File: src/verilog/timer_pkg.sv
// constants for the one-shot and watchdog timer block
// assumes an 8-bit register port and tick strobes made elsewhere in the chip
package timer_pkg;
  // ---------------------------------------------------------------------------
  // register offsets
  // ---------------------------------------------------------------------------
  localparam logic [7:0] OFS_TIMER_GLOBAL_GATE       = 8'h3a;
  localparam logic [7:0] OFS_WATCHDOG_CONTROL        = 8'ha0;
  localparam logic [7:0] OFS_ONESHOT_CONTROL         = 8'ha1;
  localparam logic [7:0] OFS_TIMER_TIMEOUT_FLAGS     = 8'ha2;
  localparam logic [7:0] OFS_ONESHOT_TERMINAL_COUNT  = 8'ha3;
  localparam logic [7:0] OFS_WATCHDOG_TERMINAL_COUNT = 8'ha4;
  localparam logic [7:0] OFS_TICK_SELECT             = 8'ha5;
  localparam logic [7:0] OFS_TIMER_IRQ_ENABLES       = 8'ha6;

  // ---------------------------------------------------------------------------
  // field positions
  // ---------------------------------------------------------------------------
  localparam int BIT_GATE_ON        = 0;
  localparam int BIT_WATCHDOG_RUN   = 0;
  localparam int BIT_WATCHDOG_RST   = 4;
  localparam int BIT_ONESHOT_START  = 0;
  localparam int BIT_ONESHOT_FLAG   = 0;
  localparam int BIT_WATCHDOG_FLAG  = 4;
  localparam int BIT_ONESHOT_IRQ    = 0;
  localparam int BIT_WATCHDOG_IRQ   = 4;
  localparam int LSB_ONESHOT_SEL    = 0;
  localparam int LSB_WATCHDOG_SEL   = 4;

  // ---------------------------------------------------------------------------
  // values after reset
  // ---------------------------------------------------------------------------
  localparam logic [7:0] RST_LIMIT    = 8'hff;
  localparam logic [7:0] RST_COUNT    = 8'h00;
  localparam logic [1:0] RST_TICK_SEL = 2'h0;
  localparam logic [7:0] RD_UNMAPPED  = 8'h00;

  // tick select codes, one-shot: 32.768 kHz, 1024 Hz, 1 Hz, 1 minute
  // tick select codes, watchdog: 8 Hz, 1 Hz, 0.5 Hz, 1 minute
  localparam logic [1:0] SEL_TICK0 = 2'h0;
  localparam logic [1:0] SEL_TICK1 = 2'h1;
  localparam logic [1:0] SEL_TICK2 = 2'h2;
  localparam logic [1:0] SEL_TICK3 = 2'h3;
endpackage : timer_pkg

File: src/verilog/timer_block.sv
// one-shot timer and restartable watchdog timer sharing one register bank
// assumes synchronous one-cycle tick strobes and a single-cycle register port
`timescale 1ns/100ps
module timer_block (
  input  wire logic       clk,            // 100 MHz system clock
  input  wire logic       rst_b,          // async reset, active low
  input  wire logic       ce,             // clock enable, low freezes all state
  input  wire logic [7:0] reg_addr,       // register offset
  input  wire logic       reg_wr,         // write strobe
  input  wire logic       reg_rd,         // read strobe
  input  wire logic [7:0] reg_wdata,      // write data
  output logic      [7:0] reg_rdata,      // read data, one cycle after reg_rd
  input  wire logic       tick_32k,       // 32.768 kHz tick strobe
  input  wire logic       tick_1024,      // 1024 Hz tick strobe
  input  wire logic       tick_8hz,       // 8 Hz tick strobe
  input  wire logic       tick_1hz,       // 1 Hz tick strobe
  input  wire logic       tick_half_hz,   // 0.5 Hz tick strobe
  input  wire logic       tick_minute,    // one-minute tick strobe
  output logic            timer_irq       // interrupt request, active high level
);
  import timer_pkg::*;

  // ---------------------------------------------------------------------------
  // state
  // ---------------------------------------------------------------------------
  typedef struct packed {
    logic       gate_on;
    logic       oneshot_start;
    logic [7:0] oneshot_cnt;
    logic [7:0] oneshot_limit;
    logic [1:0] oneshot_tick_sel;
    logic       oneshot_expired_flag;
    logic       oneshot_irq_on;
    logic       watchdog_run;
    logic [7:0] watchdog_cnt;
    logic [7:0] watchdog_limit;
    logic [1:0] watchdog_tick_sel;
    logic       watchdog_expired_flag;
    logic       watchdog_irq_on;
    logic       irq;
    logic [7:0] rdata;
  } timer_s;

  timer_s st_ff;
  timer_s nxt_st;

  // pick one of four tick strobes by a 2-bit select
  function automatic logic tick_pick(input logic [1:0] sel, input logic t0, input logic t1,
                                     input logic t2, input logic t3);
    logic r;
    r = 1'b0;
    case (sel)
      SEL_TICK0: r = t0;
      SEL_TICK1: r = t1;
      SEL_TICK2: r = t2;
      SEL_TICK3: r = t3;
      default:   r = 1'b0;
    endcase
    return r;
  endfunction : tick_pick

  // ---------------------------------------------------------------------------
  // decode and timer events
  // ---------------------------------------------------------------------------
  logic wr_gate;
  logic wr_wdog;
  logic wr_oneshot;
  logic wr_flags;
  logic wr_os_limit;
  logic wr_wd_limit;
  logic wr_sel;
  logic wr_irqen;
  logic os_tick;
  logic wd_tick;
  logic os_hit;
  logic wd_hit;

  assign wr_gate     = reg_wr && (reg_addr == OFS_TIMER_GLOBAL_GATE);
  assign wr_wdog     = reg_wr && (reg_addr == OFS_WATCHDOG_CONTROL);
  assign wr_oneshot  = reg_wr && (reg_addr == OFS_ONESHOT_CONTROL);
  assign wr_flags    = reg_wr && (reg_addr == OFS_TIMER_TIMEOUT_FLAGS);
  assign wr_os_limit = reg_wr && (reg_addr == OFS_ONESHOT_TERMINAL_COUNT);
  assign wr_wd_limit = reg_wr && (reg_addr == OFS_WATCHDOG_TERMINAL_COUNT);
  assign wr_sel      = reg_wr && (reg_addr == OFS_TICK_SELECT);
  assign wr_irqen    = reg_wr && (reg_addr == OFS_TIMER_IRQ_ENABLES);

  // tick selection per timer
  assign os_tick = tick_pick(st_ff.oneshot_tick_sel, tick_32k, tick_1024, tick_1hz, tick_minute);
  assign wd_tick = tick_pick(st_ff.watchdog_tick_sel, tick_8hz, tick_1hz, tick_half_hz, tick_minute);

  // terminal count compare; the one-shot is frozen while its clock is gated
  assign os_hit = st_ff.oneshot_start && st_ff.gate_on && (st_ff.oneshot_cnt == st_ff.oneshot_limit);
  assign wd_hit = st_ff.watchdog_run && (st_ff.watchdog_cnt == st_ff.watchdog_limit);

  // ---------------------------------------------------------------------------
  // next state
  // ---------------------------------------------------------------------------
  always_comb begin
    nxt_st = st_ff;
    // configuration registers; reserved bits are not stored and read zero
    if (wr_gate) begin
      nxt_st.gate_on = reg_wdata[BIT_GATE_ON];
    end
    if (wr_os_limit) begin
      nxt_st.oneshot_limit = reg_wdata;
    end
    if (wr_wd_limit) begin
      nxt_st.watchdog_limit = reg_wdata;
    end
    if (wr_sel) begin
      nxt_st.oneshot_tick_sel  = reg_wdata[LSB_ONESHOT_SEL +: 2];
      nxt_st.watchdog_tick_sel = reg_wdata[LSB_WATCHDOG_SEL +: 2];
    end
    if (wr_irqen) begin
      nxt_st.oneshot_irq_on  = reg_wdata[BIT_ONESHOT_IRQ];
      nxt_st.watchdog_irq_on = reg_wdata[BIT_WATCHDOG_IRQ];
    end

    // one-shot: gated clock holds counter while gate is off
    if (wr_oneshot) begin
      nxt_st.oneshot_start = reg_wdata[BIT_ONESHOT_START];
      if (!reg_wdata[BIT_ONESHOT_START]) begin
        nxt_st.oneshot_cnt = RST_COUNT;
      end
    end
    if (os_hit) begin
      // timeout beats a one-shot control write in the same cycle, so no count runs past the limit
      nxt_st.oneshot_start = 1'b0;
      nxt_st.oneshot_cnt   = RST_COUNT;
    end else if (st_ff.oneshot_start && st_ff.gate_on && os_tick && !wr_oneshot) begin
      nxt_st.oneshot_cnt = st_ff.oneshot_cnt + 8'h01;
    end

    // watchdog: restart clears the count, run bit written alongside decides
    if (wr_wdog) begin
      nxt_st.watchdog_run = reg_wdata[BIT_WATCHDOG_RUN];
      if (!reg_wdata[BIT_WATCHDOG_RUN] || reg_wdata[BIT_WATCHDOG_RST]) begin
        nxt_st.watchdog_cnt = RST_COUNT;
      end
    end
    if (wd_hit) begin
      nxt_st.watchdog_run = 1'b0;
      nxt_st.watchdog_cnt = RST_COUNT;
    end else if (st_ff.watchdog_run && wd_tick && !wr_wdog) begin
      nxt_st.watchdog_cnt = st_ff.watchdog_cnt + 8'h01;
    end

    // sticky flags: write one clears, a timeout in the same cycle wins
    if (wr_flags && reg_wdata[BIT_ONESHOT_FLAG]) begin
      nxt_st.oneshot_expired_flag = 1'b0;
    end
    if (wr_flags && reg_wdata[BIT_WATCHDOG_FLAG]) begin
      nxt_st.watchdog_expired_flag = 1'b0;
    end
    if (os_hit) begin
      nxt_st.oneshot_expired_flag = 1'b1;
    end
    if (wd_hit) begin
      nxt_st.watchdog_expired_flag = 1'b1;
    end

    // level interrupt follows the next flags so it drops with the clear
    nxt_st.irq = (nxt_st.oneshot_expired_flag && nxt_st.oneshot_irq_on)
              || (nxt_st.watchdog_expired_flag && nxt_st.watchdog_irq_on);

    // read data, registered; restart bit always reads zero
    if (reg_rd) begin
      case (reg_addr)
        OFS_TIMER_GLOBAL_GATE:       nxt_st.rdata = {7'h00, st_ff.gate_on};
        OFS_WATCHDOG_CONTROL:        nxt_st.rdata = {7'h00, st_ff.watchdog_run};
        OFS_ONESHOT_CONTROL:         nxt_st.rdata = {7'h00, st_ff.oneshot_start};
        OFS_TIMER_TIMEOUT_FLAGS:     nxt_st.rdata = {3'h0, st_ff.watchdog_expired_flag,
                                                     3'h0, st_ff.oneshot_expired_flag};
        OFS_ONESHOT_TERMINAL_COUNT:  nxt_st.rdata = st_ff.oneshot_limit;
        OFS_WATCHDOG_TERMINAL_COUNT: nxt_st.rdata = st_ff.watchdog_limit;
        OFS_TICK_SELECT:             nxt_st.rdata = {2'h0, st_ff.watchdog_tick_sel,
                                                     2'h0, st_ff.oneshot_tick_sel};
        OFS_TIMER_IRQ_ENABLES:       nxt_st.rdata = {3'h0, st_ff.watchdog_irq_on,
                                                     3'h0, st_ff.oneshot_irq_on};
        default:                     nxt_st.rdata = RD_UNMAPPED;
      endcase
    end
  end

  // ---------------------------------------------------------------------------
  // state register
  // ---------------------------------------------------------------------------
  always_ff @(posedge clk or negedge rst_b) begin
    if (!rst_b) begin
      st_ff <= '{gate_on: 1'b0, oneshot_start: 1'b0, oneshot_cnt: RST_COUNT,
                 oneshot_limit: RST_LIMIT, oneshot_tick_sel: RST_TICK_SEL,
                 oneshot_expired_flag: 1'b0, oneshot_irq_on: 1'b0,
                 watchdog_run: 1'b0, watchdog_cnt: RST_COUNT,
                 watchdog_limit: RST_LIMIT, watchdog_tick_sel: RST_TICK_SEL,
                 watchdog_expired_flag: 1'b0, watchdog_irq_on: 1'b0,
                 irq: 1'b0, rdata: RD_UNMAPPED};
    end else if (ce) begin
      st_ff <= nxt_st;
    end
  end

  assign reg_rdata = st_ff.rdata;
  assign timer_irq = st_ff.irq;
endmodule : timer_block

File: config.mk
export PLATFORM = sky130hd
export DESIGN_NAME = timer_block
export DESIGN_NICKNAME = d
export VERILOG_FILES = /design/src/verilog/timer_pkg.sv /design/src/verilog/timer_block.sv
export SDC_FILE = /design/constraint.sdc
export NUM_CORES = 1
export LEC_CHECK = 0
export BUFFER_PORTS_ARGS = -buffer_cell sky130_fd_sc_hd__buf_4
export CAP_MARGIN = 0
export CORE_MARGIN = 2
export CORE_UTILIZATION = 60
export DETAILED_ROUTE_END_ITERATION = 10
export HOLD_SLACK_MARGIN = 0.12
export PLACE_DENSITY = 0.92
export SETUP_SLACK_MARGIN = 0.1
export SLEW_MARGIN = 10
export SYNTH_ARGS = -nofsm -noshare
export SYNTH_HDL_FRONTEND = slang
export SYNTH_SLANG_ARGS = --single-unit
File: constraint.sdc
create_clock -name clk -period 3.4 [get_ports clk]
set_input_delay 0.17 -clock clk [delete_from_list [all_inputs] [get_ports clk]]
set_output_delay 0.17 -clock clk [all_outputs]
set_load 0.02 [all_outputs]
# [After elaboration in Yosys (flattened, before gate mapping)]
# Cells that the tools add are included.
[totals] output_inout_bits=9 input_bits=27 register_bits=52 word_cells=93
[op_classes] reduce_logical=40 n_mux=19 add_sub_neg=2 n_eq_ne=17
[ops] cell="8-bit one-hot mux with 8 select lines" n=1
[ops] cell="8-bit == test (second input constant)" n=7
[ops] cell="8-bit 2-to-1 mux" n=6
[ops] cell="1-bit logical AND" n=19
[ops] cell="9-bit 2-to-1 mux" n=2
[ops] cell="8-bit by 1-bit adder with 8-bit output (second input constant)" n=2
[ops] cell="8-bit == test" n=2
[ops] cell="2-bit AND reduction" n=7
[ops] cell="3-bit nonzero test" n=3
[ops] cell="2-bit == test (second input constant)" n=4
[ops] cell="8-bit by 6-bit == test with 1-bit output (second input constant)" n=1
[ops] cell="1-bit 2-to-1 mux" n=8
[ops] cell="1-bit one-hot mux with 4 select lines" n=2
[ops] cell="3-bit AND reduction" n=2
[ops] cell="2-bit by 1-bit == test with 1-bit output (second input constant)" n=2
[ops] cell="2-bit zero test" n=2
[ops] cell="2-bit nonzero test" n=2
[ops] cell="1-bit zero test" n=3
[ops] cell="3-bit by 1-bit != test with 1-bit output (second input constant)" n=1
[ops] cell="1-bit logical OR" n=2

# [Depth between registers and ports, before layout]
# Gate-level depths: netlist of the first run.
[logic_depth] word_depth=7 ltp_mapped=7 mapped_depth_nobuf=5

# [Worst setup path after synthesis of the first run]
# No wires, ideal clock.
[synth_path] path_kind="register -> register" startpoint="register st_ff[38] (netlist bit)" endpoint="register st_ff[43] (netlist bit)" setup_ps=122 stages_incl_launch_ff=6 required_ps=3278 path_buffers=0 arrival_ps=1773 period_less_slack_ps=1894 setup_slack_ps=1506 cell_sequence="dfstp_2 xnor2_1 nand3_1 nor3_1 nor3_1 a32o_1"
[synth_via] elab_chain_cells=4 word_cells_on_any_way=6 cone_classes="eq/ne: 2; mux: 1; reduce/logical: 3"
[synth_rtl] element="start: declaration" line="timer_block.sv:44" text="timer_s st_ff;"
[synth_rtl] element="start signal: assignment" line="timer_block.sv:190" text="st_ff <= '{gate_on: 1'b0, oneshot_start: 1'b0, oneshot_cnt: RST_COUNT,"
[synth_rtl] element="start signal: assignment" line="timer_block.sv:198" text="st_ff <= nxt_st;"
[synth_rtl] element="8-bit == test (*)" line="timer_block.sv:92" text="assign os_hit = st_ff.oneshot_start && st_ff.gate_on && (st_ff.oneshot_cnt == st_ff.oneshot_limit);"
[synth_rtl] element="1-bit logical AND (*)" line="timer_block.sv:92"
[synth_rtl] element="3-bit by 1-bit != test with 1-bit output (no source line) / 3-bit nonzero test (equally long branches)"
[synth_rtl] element="3-bit AND reduction (no source line)"
# Mark *: on every way between the ends. The rest lies on a longest branch, timed or not.
# A chain may end at the register's enable or synchronous reset.

# [Worst setup path after layout of the first run]
[layout_path] startpoint="register st_ff[39] (netlist bit)" endpoint="register st_ff[43] (netlist bit)"
# Same word-level chain as after synthesis.

==> impl_metrics.toml, run 1 <==
[status]
outcome = "completed"

[min_path]
hold_start = "reg_wdata[6]"
hold-path-endpoint = "st_ff[40]"
hold_path_depth = 2
hp-class = "in -> reg"

[die]
die_area_um2 = 5785
fp.coreArea_um2 = 5075
die_x_um = 76.06
io_pins = 36
die_h_um = 76.06
fp-row-count = 26
start_util = 0.6139

[cts]
cts.sinks = 52
postCtsSetupRepairBufs = 0
htreeDepth = 2
clock_path_buffers = 2
cts_tree = "yes"
clk_pin_slew_ps = 90
clk_latency_ps = 300
cts_buffers = 5
cts-root-buf = "clkbuf_8"

[drt]
detail-route-antenna-nets = 0
wl_met3_um = 340
vias = 2421
route.detailed.drc = 0
drtIter0Drc = 152
wl_per_cell_um = 17.95
drtPass1Iterations = 4
drt-vias-per-instance = 6.256
wl_met1_mm = 2.943
top_layer = "met4"
wl_met2_mm = 3.582
totalWireLength_mm = 6.945

[setup_path]
r2r_end = "st_ff[43]"
critPathMaxFanout = 8
crit_type = "reg -> reg"
cp_common_cell = "nor3_1"
critPathCaptureType = "flip-flop"
rrSetupSlack_ps = 1250
max_stage_delay_ps = 710
crit_path_cell_trace = "xnor2_1, nand4_1, nor3_1, nor3_1, a32o_1"
worstPathRequired_ps = 3590
cp.arrival_ps = 2350
reg2reg_depth = 5
crit_family = "simple AND/OR/NAND/NOR gates"
crit-reg2reg-launch = "st_ff[39]"
crit_slowest_cell = "nor3_1"
crit_buf_inv = 0
cp-start-kind = "flip-flop"

[sta]
hold_viol = 0
grt_setup_unrepaired = "no"
relSlewSlack = 0.3908
worst_slew_pin_slew_ps = 906.7
final.setup.tns_ps = 0
setup_violations = 0
max_freq_ghz = 0.4648
fin_skew_ps = 6.321
min_period_ps = 2152
maxSlewViolCount = 0
period_share = 0.6328

[pwr]
p_per_area_nw_per_um2 = 335.2
power_mw = 1.166
p_leak_nw = 1.445
ir_drop_v = 0.0002222

[global_routing]
grt_pass1_wl_mm = 12.22
overflow = 0
antenna_found_initial = 0
grt_max_degree = 53
grt_pass1_vias = 2448
grt_usage = 0.2637

[yosys]
ys_top_cells_by_area = "dfrtp_1, dfstp_2, mux2_2"
synth_ff_type = "dfrtp_1"
synth_area_leader_cell = "dfrtp_1"
synthDistinctLibCells = 52
synth.ff_latch_count = 52
synth_most_common_cell = "dfrtp_1"
synth_compound_gate_area_share = 0.1474
ys_warn_count = 0
postSynthAreaPerCell_um2 = 10.71
synth_xor_area_frac = 0.04498
synth_top_family_by_area = "simple AND/OR/NAND/NOR gates"
synth_common_cells = "dfrtp_1, mux2_2, nand2_1, dfstp_2, xnor2_1"
synth_enable_flop_cells = 0
synthDominantCellAreaShare = 0.2892
async_reset_ff_frac = 1.000
netlist_instances = 291
muxShareOfSynthArea = 0.1285
yosys.area_share.simple = 0.2020
synth_fa_ha_area_frac = 0.008032
synth_area_um2 = 3115
ys_seq_area_frac = 0.4241
synth_fp_nets = 320

[layout]
area_delta_synth_final_pct = 11.65
fill_cells = 394
n_antenna_cell = 0
fin_nets = 345
stdcell_count = 387
drive_gt1_frac = 0.3091
final_cell_area_um2 = 3478

[place]
post_dp_cell_area_um2 = 3348
place.gp.congestion = 0.8899
dp.cells = 375
hpwl_mm = 5.120
port_buffers = 35

[run]
drv_cap = 0
[placed cells by master (no fill, tap or decap), types with 3 or more instances in the layout]
master	netlist	final
and3_1	3	3
nor3b_1	3	3
a22o_1	6	6
xnor2_1	16	16
mux4_2	3	3
nand3_1	15	15
nand4_1	6	6
a21o_1	4	4
inv_1	4	4
clkbuf_8	0	6
dlygate4sd3_1	0	4
o2bb2ai_1	8	8
a21oi_1	3	3
nor4bb_1	6	6
nor2_1	11	11
buf_4	9	36
nor4b_1	3	3
dfstp_2	16	16
nand2b_1	4	4
nor2b_1	6	6
mux2i_1	4	4
mux2_2	26	26
nor3_1	8	8
dfrtp_1	36	36
o211ai_1	3	3
nand2_1	22	22
o21ai_0	10	10
a22oi_1	7	7
o21ai_1	5	5
a211o_1	6	6
[routing by layer]
| layer | global-route usage | up-vias |
|---|---|---|
| li1 | - | 1130 |
| met1 | 0.3556 | 1222 |
| met5 | 0 | - |
| met3 | 0.04976 | 6 |
| met4 | 0.07455 | 0 |
| met2 | 0.4393 | 63 |
[stage by stage]
| step | setup slack, ps | hold WS, ps | util |
|---|---|---|---|
| 6_report | 1248 | 132.8 | 0.6854 |
| 5_1_grt | 1078 | 121.6 | 0.6854 |
| 4_1_cts | 1241 | 130.0 | 0.6854 |
| 3_5_place_dp | 1253 | 240.2 | 0.6598 |
| 3_3_place_gp | 1316 | 238.2 | 0.6598 |
| 2_1_floorplan | 1506 | -125.6 | - |
[cell type report]
| cell class | instances | area (µm²) | area share |
|---|---|---|---|
| Inverter | 4 | 15.01 | 0.004317 |
| Sequential cell | 52 | 1321 | 0.3799 |
| Tap cell | 70 | 87.58 | 0.02518 |
| Multi-Input combinational cell | 213 | 1654 | 0.4755 |
| Clock buffer | 8 | 90.09 | 0.02590 |
| Timing Repair Buffer | 40 | 310.3 | 0.08921 |
[worst max-delay path by stage]
stage | startpoint | to | slack (ps) | depth (start not counted)
5_1_grt | st_ff[35] | st_ff[43] | 1080 | 5
6_report | st_ff[39] | st_ff[43] | 1250 | 5
4_1_cts | st_ff[39] | st_ff[43] | 1240 | 5
2_1_floorplan | st_ff[38] | st_ff[43] | 1510 | 5
3_3_place_gp | reg_addr[3] | st_ff[32] | 1320 | 5
3_5_place_dp | st_ff[39] | st_ff[43] | 1250 | 5
[cells by family (layout without fill, tap and decap cells)]
family,count (synthesis),after routing
XOR/XNOR,16,16
adder cells (fa/ha/maj),2,2
multiplexers,33,33
flip-flops,52,52
AND/OR/NAND/NOR,101,101
buffers and inverters,26,52
AO/OA/AOI/OAI,61,61
[registers in the layout, summed over array words and instances, names as in the netlist]
| name | cells |
|---|---|
| st_ff | 43 |
| reg_rdata | 8 |
| timer_irq | 1 |
[where the power goes]
part           switching, mW  internal (mW)  leakage (nW)
clock network          0.193          0.166        0.0455
registers             0.0223          0.643         0.660
logic                 0.0752         0.0667         0.739
[what timing repair did]
| item | in CTS | in global routing |
|---|---|---|
| endpoints found under the hold margin | 42 | 0 |
| hold buffers | 4 | 0 |
| resized for setup | 0 | 0 |
(Power assumes the default switching activity.)
==> run 2: changes to the inputs <==
--- a/config.mk
+++ b/config.mk
@@ -5,13 +5,14 @@
 export SDC_FILE = /design/constraint.sdc
 export NUM_CORES = 1
 export LEC_CHECK = 0
+export ABC_AREA = 1
 export BUFFER_PORTS_ARGS = -buffer_cell sky130_fd_sc_hd__buf_4
 export CAP_MARGIN = 0
 export CORE_MARGIN = 2
-export CORE_UTILIZATION = 60
+export CORE_UTILIZATION = 59
 export DETAILED_ROUTE_END_ITERATION = 10
 export HOLD_SLACK_MARGIN = 0.12
-export PLACE_DENSITY = 0.92
+export PLACE_DENSITY = 0.9
 export SETUP_SLACK_MARGIN = 0.1
 export SLEW_MARGIN = 10
 export SYNTH_ARGS = -nofsm -noshare
==> constraint.sdc (replaced) <==
create_clock -name clk -period 2 [get_ports clk]
set_input_delay 0.1 -clock clk [delete_from_list [all_inputs] [get_ports clk]]
set_output_delay 0.1 -clock clk [all_outputs]
set_load 0.02 [all_outputs]
==> impl_metrics.toml, run 2 <==
[pwr]
p_per_area_nw_per_um2 = 559.5
ir_drop_v = 0.0002980
p_leak_nw = 1.910

[place]
dp_slack_ps = 421.9
place.gp.congestion = 0.9140
hpwl_mm = 5.591
port_buffers = 35

[sta]
relSlewSlack = 0.5697
grt_setup_unrepaired = "no"
worst_slew_pin_slew_ps = 645.5
setup_ws_ps = 393.4
hold_viol = 0
period_share = 0.8033
max_freq_ghz = 0.6224
min_period_ps = 1607
maxSlewViolCount = 0
fin_skew_ps = 6.551
fin_hold_ws_ps = 166.1
setup_violations = 0
final.setup.tns_ps = 0

[drt]
drtIter0Drc = 348
totalWireLength_mm = 7.451
drt-vias-per-instance = 5.283
route.detailed.drc = 0
drtPass1Iterations = 5
wl_per_cell_um = 13.16
detail-route-antenna-nets = 0
vias = 2990

[cts]
clock_path_buffers = 2
cts_buffers = 5
cts-root-buf = "clkbuf_8"
clk_latency_ps = 300
cts_tree = "yes"
htreeDepth = 2
cts.sinks = 52
postCtsSetupRepairBufs = 0
clk_pin_slew_ps = 90

[global_routing]
grt_max_degree = 53
antenna_found_initial = 0
grt_pass1_wl_mm = 12.56
grt_pass1_vias = 2727
overflow = 0
grt_usage = 0.2524

[layout]
mostFrequentLayoutCells = "nand2_1, inv_1, dfrtp_1"
postLayoutCoreUtil = 0.6882
fin_nets = 522
drive_gt1_frac = 0.1923
regMostFlops = "st_ff"
largest_reg_flops = 43
n_antenna_cell = 0
fill_cells = 476
final_common_cell = "nand2_1"
area_delta_synth_final_pct = 13.33

[min_path]
hp-class = "in -> reg"
hold_start = "reg_addr[7]"

[setup_path]
crit_type = "reg -> reg"
cp.arrival_ps = 1810
critPathCaptureType = "flip-flop"
critPathMaxFanout = 9
cp-start-kind = "flip-flop"
crit_start = "st_ff[15]"
crit-reg2reg-launch = "st_ff[15]"
worstPathRequired_ps = 2210

[yosys]
synth.ff_latch_count = 52
synthDistinctLibCells = 37
ys_seq_area_frac = 0.3976
netlist_instances = 458
postSynthAreaPerCell_um2 = 7.256
synth_area_leader_cell = "dfrtp_1"
synth_enable_flop_cells = 0
synth_common_cells = "nand2_1, inv_1, dfrtp_1, nor2_1, nand3_1"
ys_warn_count = 0
ys_top_cells_by_area = "dfrtp_1, nand2_1, dfstp_2"
synthDominantCellAreaShare = 0.2711
synth_ff_type = "dfrtp_1"
synth_most_common_cell = "nand2_1"
synth_area_um2 = 3323
synth_fp_nets = 487
async_reset_ff_frac = 1.000

[die]
fp-row-count = 27
io_pins = 36
start_util = 0.6072
fp.coreArea_um2 = 5473
die_h_um = 79.05
die_area_um2 = 6249
die_x_um = 79.05

[run]
drv_cap = 0

[status]
outcome = "completed"
==> run 2: cell types whose count changed after synthesis, moves of 14 or more <==
cell,previous run,this run
inv_1,4,49
nand3_1,15,33
o21ai_1,5,19
nor2_1,11,34
mux2_2,26,0
nand2_1,22,165
==> run 2: worst max-delay path, stage by stage, from the launching register on <==
cell      delay [ps]
dfstp_2          560
nand2_1           60
nand2_1           90
nand2_1           70
nor2_2           150
nand3_4          130
o211ai_4         180
nand2_4          130
nand2_1           90
nand2_1           50
==> run 2: kinds of logic (layout without fill, tap and decap cells) <==
kind of cell	Yosys count	in the layout	synth area share
flip-flops	52	52	0.3976
multiplexers	1	1	0.003012
AO/OA/AOI/OAI	46	46	0.08358
buffers and inverters	74	110	0.09639
adder cells (fa/ha/maj)	2	2	0.007529
AND/OR/NAND/NOR	264	264	0.3618
XOR/XNOR	19	19	0.05008
==> run 2: routing by layer <==
layer | GRT usage | wire length (µm) | vias up
li1 | - | - | 1490
met1 | 0.3459 | 3273 | 1379
met2 | 0.4280 | 3672 | 112
met3 | 0.03636 | 441 | 9
met4 | 0.05345 | 63 | 0
met5 | 0 | 0 | -
==> run 2: what timing repair did <==
item | CTS | global route
hold endpoints to repair | 52 | 0
gates resized for setup | 0 | 0
hold buffers | 9 | 0
setup endpoints to repair | 0 | 0
==> run 2: layout make-up <==
cell class | count | area, µm² | share of cell area
Clock buffer | 7 | 97.59 | 0.02591
Timing Repair Buffer | 44 | 352.8 | 0.09369
Tap cell | 72 | 90.09 | 0.02392
Sequential cell | 52 | 1321 | 0.3508
Clock inverter | 1 | 5.005 | 0.001329
Inverter | 58 | 217.7 | 0.05781
Multi-Input combinational cell | 332 | 1682 | 0.4465
==> run 2: power breakdown <==
part           switching (mW)  internal (mW)
registers              0.0342           1.10
logic                   0.192          0.118
clock network           0.345          0.322
total                   0.571           1.54
==> run 2: stage by stage <==
step                cells  total power, mW  cell area [µm²]
floorplan             458            1.323             3323
global placement      549            1.435             3573
detailed placement    549            1.443             3573
CTS                   566            2.120             3766
global route          566            2.207             3766
finish                566            2.107             3766
==> run 2: path summary, 6_finish.rpt <==
check / slack (ps) / to / cells after the start
max in group asynchronous: 1200 / st_ff[22] / 2
min in group asynchronous: 380 / st_ff[49] / 2
max: 390 / st_ff[25] / 9
min: 170 / st_ff[51] / 5
min reg2reg: 490 / reg_rdata[1] / 2
max reg2reg: 390 / st_ff[25] / 9
==> run 3: changes to the inputs <==
==> constraint.sdc (replaced) <==
create_clock -name clk -period 1.5 [get_ports clk]
set_input_delay 0.075 -clock clk [delete_from_list [all_inputs] [get_ports clk]]
set_output_delay 0.075 -clock clk [all_outputs]
set_load 0.02 [all_outputs]
==> impl_metrics.toml, run 3 (synthesized netlist as in run 2, its figures left out) <==
[die]
die_area_um2 = 6249
die_x_um = 79.05
die_h_um = 79.05
io_pins = 36
start_util = 0.6072
fp.coreArea_um2 = 5473
fp-row-count = 27

[setup_path]
cp_common_cell = "nand2_1"
cp.arrival_ps = 1780
max_stage_delay_ps = 570
critPathMaxFanout = 8
crit_type = "reg -> reg"
critPathCaptureType = "flip-flop"
cp-start-kind = "flip-flop"
crit-reg2reg-launch = "st_ff[19]"
rrSetupSlack_ps = -80
reg2reg_depth = 9
crit_start = "st_ff[19]"
crit_buf_inv = 0
worstPathRequired_ps = 1700
crit_family = "simple AND/OR/NAND/NOR gates"
crit_slowest_cell = "dfstp_2"
crit_path_cell_trace = "nand2_2, nand2_1, nand2_2, nor2_4, nand3_4, o211ai_4, nand2_4, nand2_1, nand2_1"
r2r_end = "st_ff[26]"

[layout]
fin_nets = 552
largest_reg_flops = 43
final_common_cell = "nand2_1"
drive_gt1_frac = 0.2824
n_antenna_cell = 0
fill_cells = 420
regMostFlops = "st_ff"
multi_input_area_um2 = 1738
regArea_um2 = 1325
mostFrequentLayoutCells = "nand2_1, buf_4, inv_1"
area_delta_synth_final_pct = 21.91

[global_routing]
grt_pass1_vias = 2941
overflow = 0
grt_max_degree = 53
antenna_found_initial = 0
grt_pass1_wl_mm = 13.57
grt_usage = 0.2775

[sta]
period_share = 1.054
setup_violations = 16
max_freq_ghz = 0.6323
grt_setup_unrepaired = "yes"
maxSlewViolCount = 0
fin_skew_ps = 7.135
hold_viol = 0
min_period_ps = 1582
final.setup.tns_ps = -881.2
setup_ws_ps = -81.52
worst_slew_pin_slew_ps = 650.3
relSlewSlack = 0.5665

[place]
hpwl_mm = 5.932
place.gp.congestion = 0.9151
port_buffers = 35
dp_slack_ps = -19.17

[run]
drv_cap = 0

[min_path]
hold_start = "reg_addr[7]"
hold-path-endpoint = "st_ff[51]"
hold_path_depth = 5
hp-class = "in -> reg"

[drt]
drtPass1Iterations = 5
detail-route-antenna-nets = 0
vias = 3230
route.detailed.drc = 0
drt-vias-per-instance = 5.419
wl_per_cell_um = 14.30
totalWireLength_mm = 8.522
drtIter0Drc = 347

[cts]
cts_buffers = 5
cts.sinks = 52
cts_tree = "yes"
clk_latency_ps = 310
htreeDepth = 2
cts-root-buf = "clkbuf_8"
clock_path_buffers = 2
clk_pin_slew_ps = 90

[status]
outcome = "finished with violations"
violations = "setup timing"

[pwr]
ir_drop_v = 0.0005178
p_leak_nw = 2.050
p_per_area_nw_per_um2 = 702.3
## run 3: worst max path at each step
stage | endpoint | slack [ps] | cells past startpoint
2_1_floorplan | st_ff[25] | 80 | 8
3_3_place_gp | st_ff[45] | 20 | 11
3_5_place_dp | st_ff[44] | -20 | 11
4_1_cts | st_ff[28] | -30 | 8
5_1_grt | st_ff[48] | -190 | 11
6_report | st_ff[26] | -80 | 9
## run 3: repair_timing
item | CTS | global route
gates resized for setup | 7 | 22
pin swaps | 9 | 6
endpoints found under the hold margin | 58 | 0
endpoints found under the setup margin | 20 | 22
hold buffers | 10 | 0
buffers inserted | 5 | 4
## run 3: report_power, final
part / leakage [nW] / internal, mW / switching (mW)
clock network: 0.0455 / 0.378 / 0.453
registers: 0.650 / 1.46 / 0.0451
logic: 1.35 / 0.213 / 0.295
## run 3: through the flow
step | area (µm²) | instances | hold slack [ps] | utilization | power [mW]
after global routing | 4051 | 596 | 157.8 | 0.7403 | 2.968
after global placement | 3724 | 569 | 139.6 | 0.6804 | 1.950
after CTS | 3974 | 592 | 137.4 | 0.7261 | 2.842
final | 4051 | 596 | 149.0 | 0.7403 | 2.845
after detailed placement | 3724 | 569 | 144.7 | 0.6804 | 1.965
after floorplan | 3323 | 458 | -220.6 | - | 1.764
## run 3: worst reg2reg max path, cell delays in order (launching register included)
cell,delay [ps]
dfstp_2,570
nand2_2,60
nand2_1,90
nand2_2,90
nor2_4,110
nand3_4,100
o211ai_4,140
nand2_4,170
nand2_1,100
nand2_1,50
## run 3: area by class of cell
| cell class | count | share of cell area |
|---|---|---|
| Multi-Input combinational cell | 332 | 0.4290 |
| Sequential cell | 52 | 0.3271 |
| Timing Repair Buffer | 74 | 0.1452 |
| Inverter | 58 | 0.05435 |
| Clock buffer | 8 | 0.02224 |
| Tap cell | 72 | 0.02224 |
## run 3: layer usage
| metal | vias up | wire length (µm) | global-route usage |
|---|---|---|---|
| li1 | 1548 | - | - |
| met1 | 1512 | 3506 | 0.3653 |
| met2 | 150 | 4295 | 0.4763 |
| met3 | 20 | 584 | 0.04091 |
| met4 | 0 | 136 | 0.08103 |
| met5 | - | 0 | 0 |
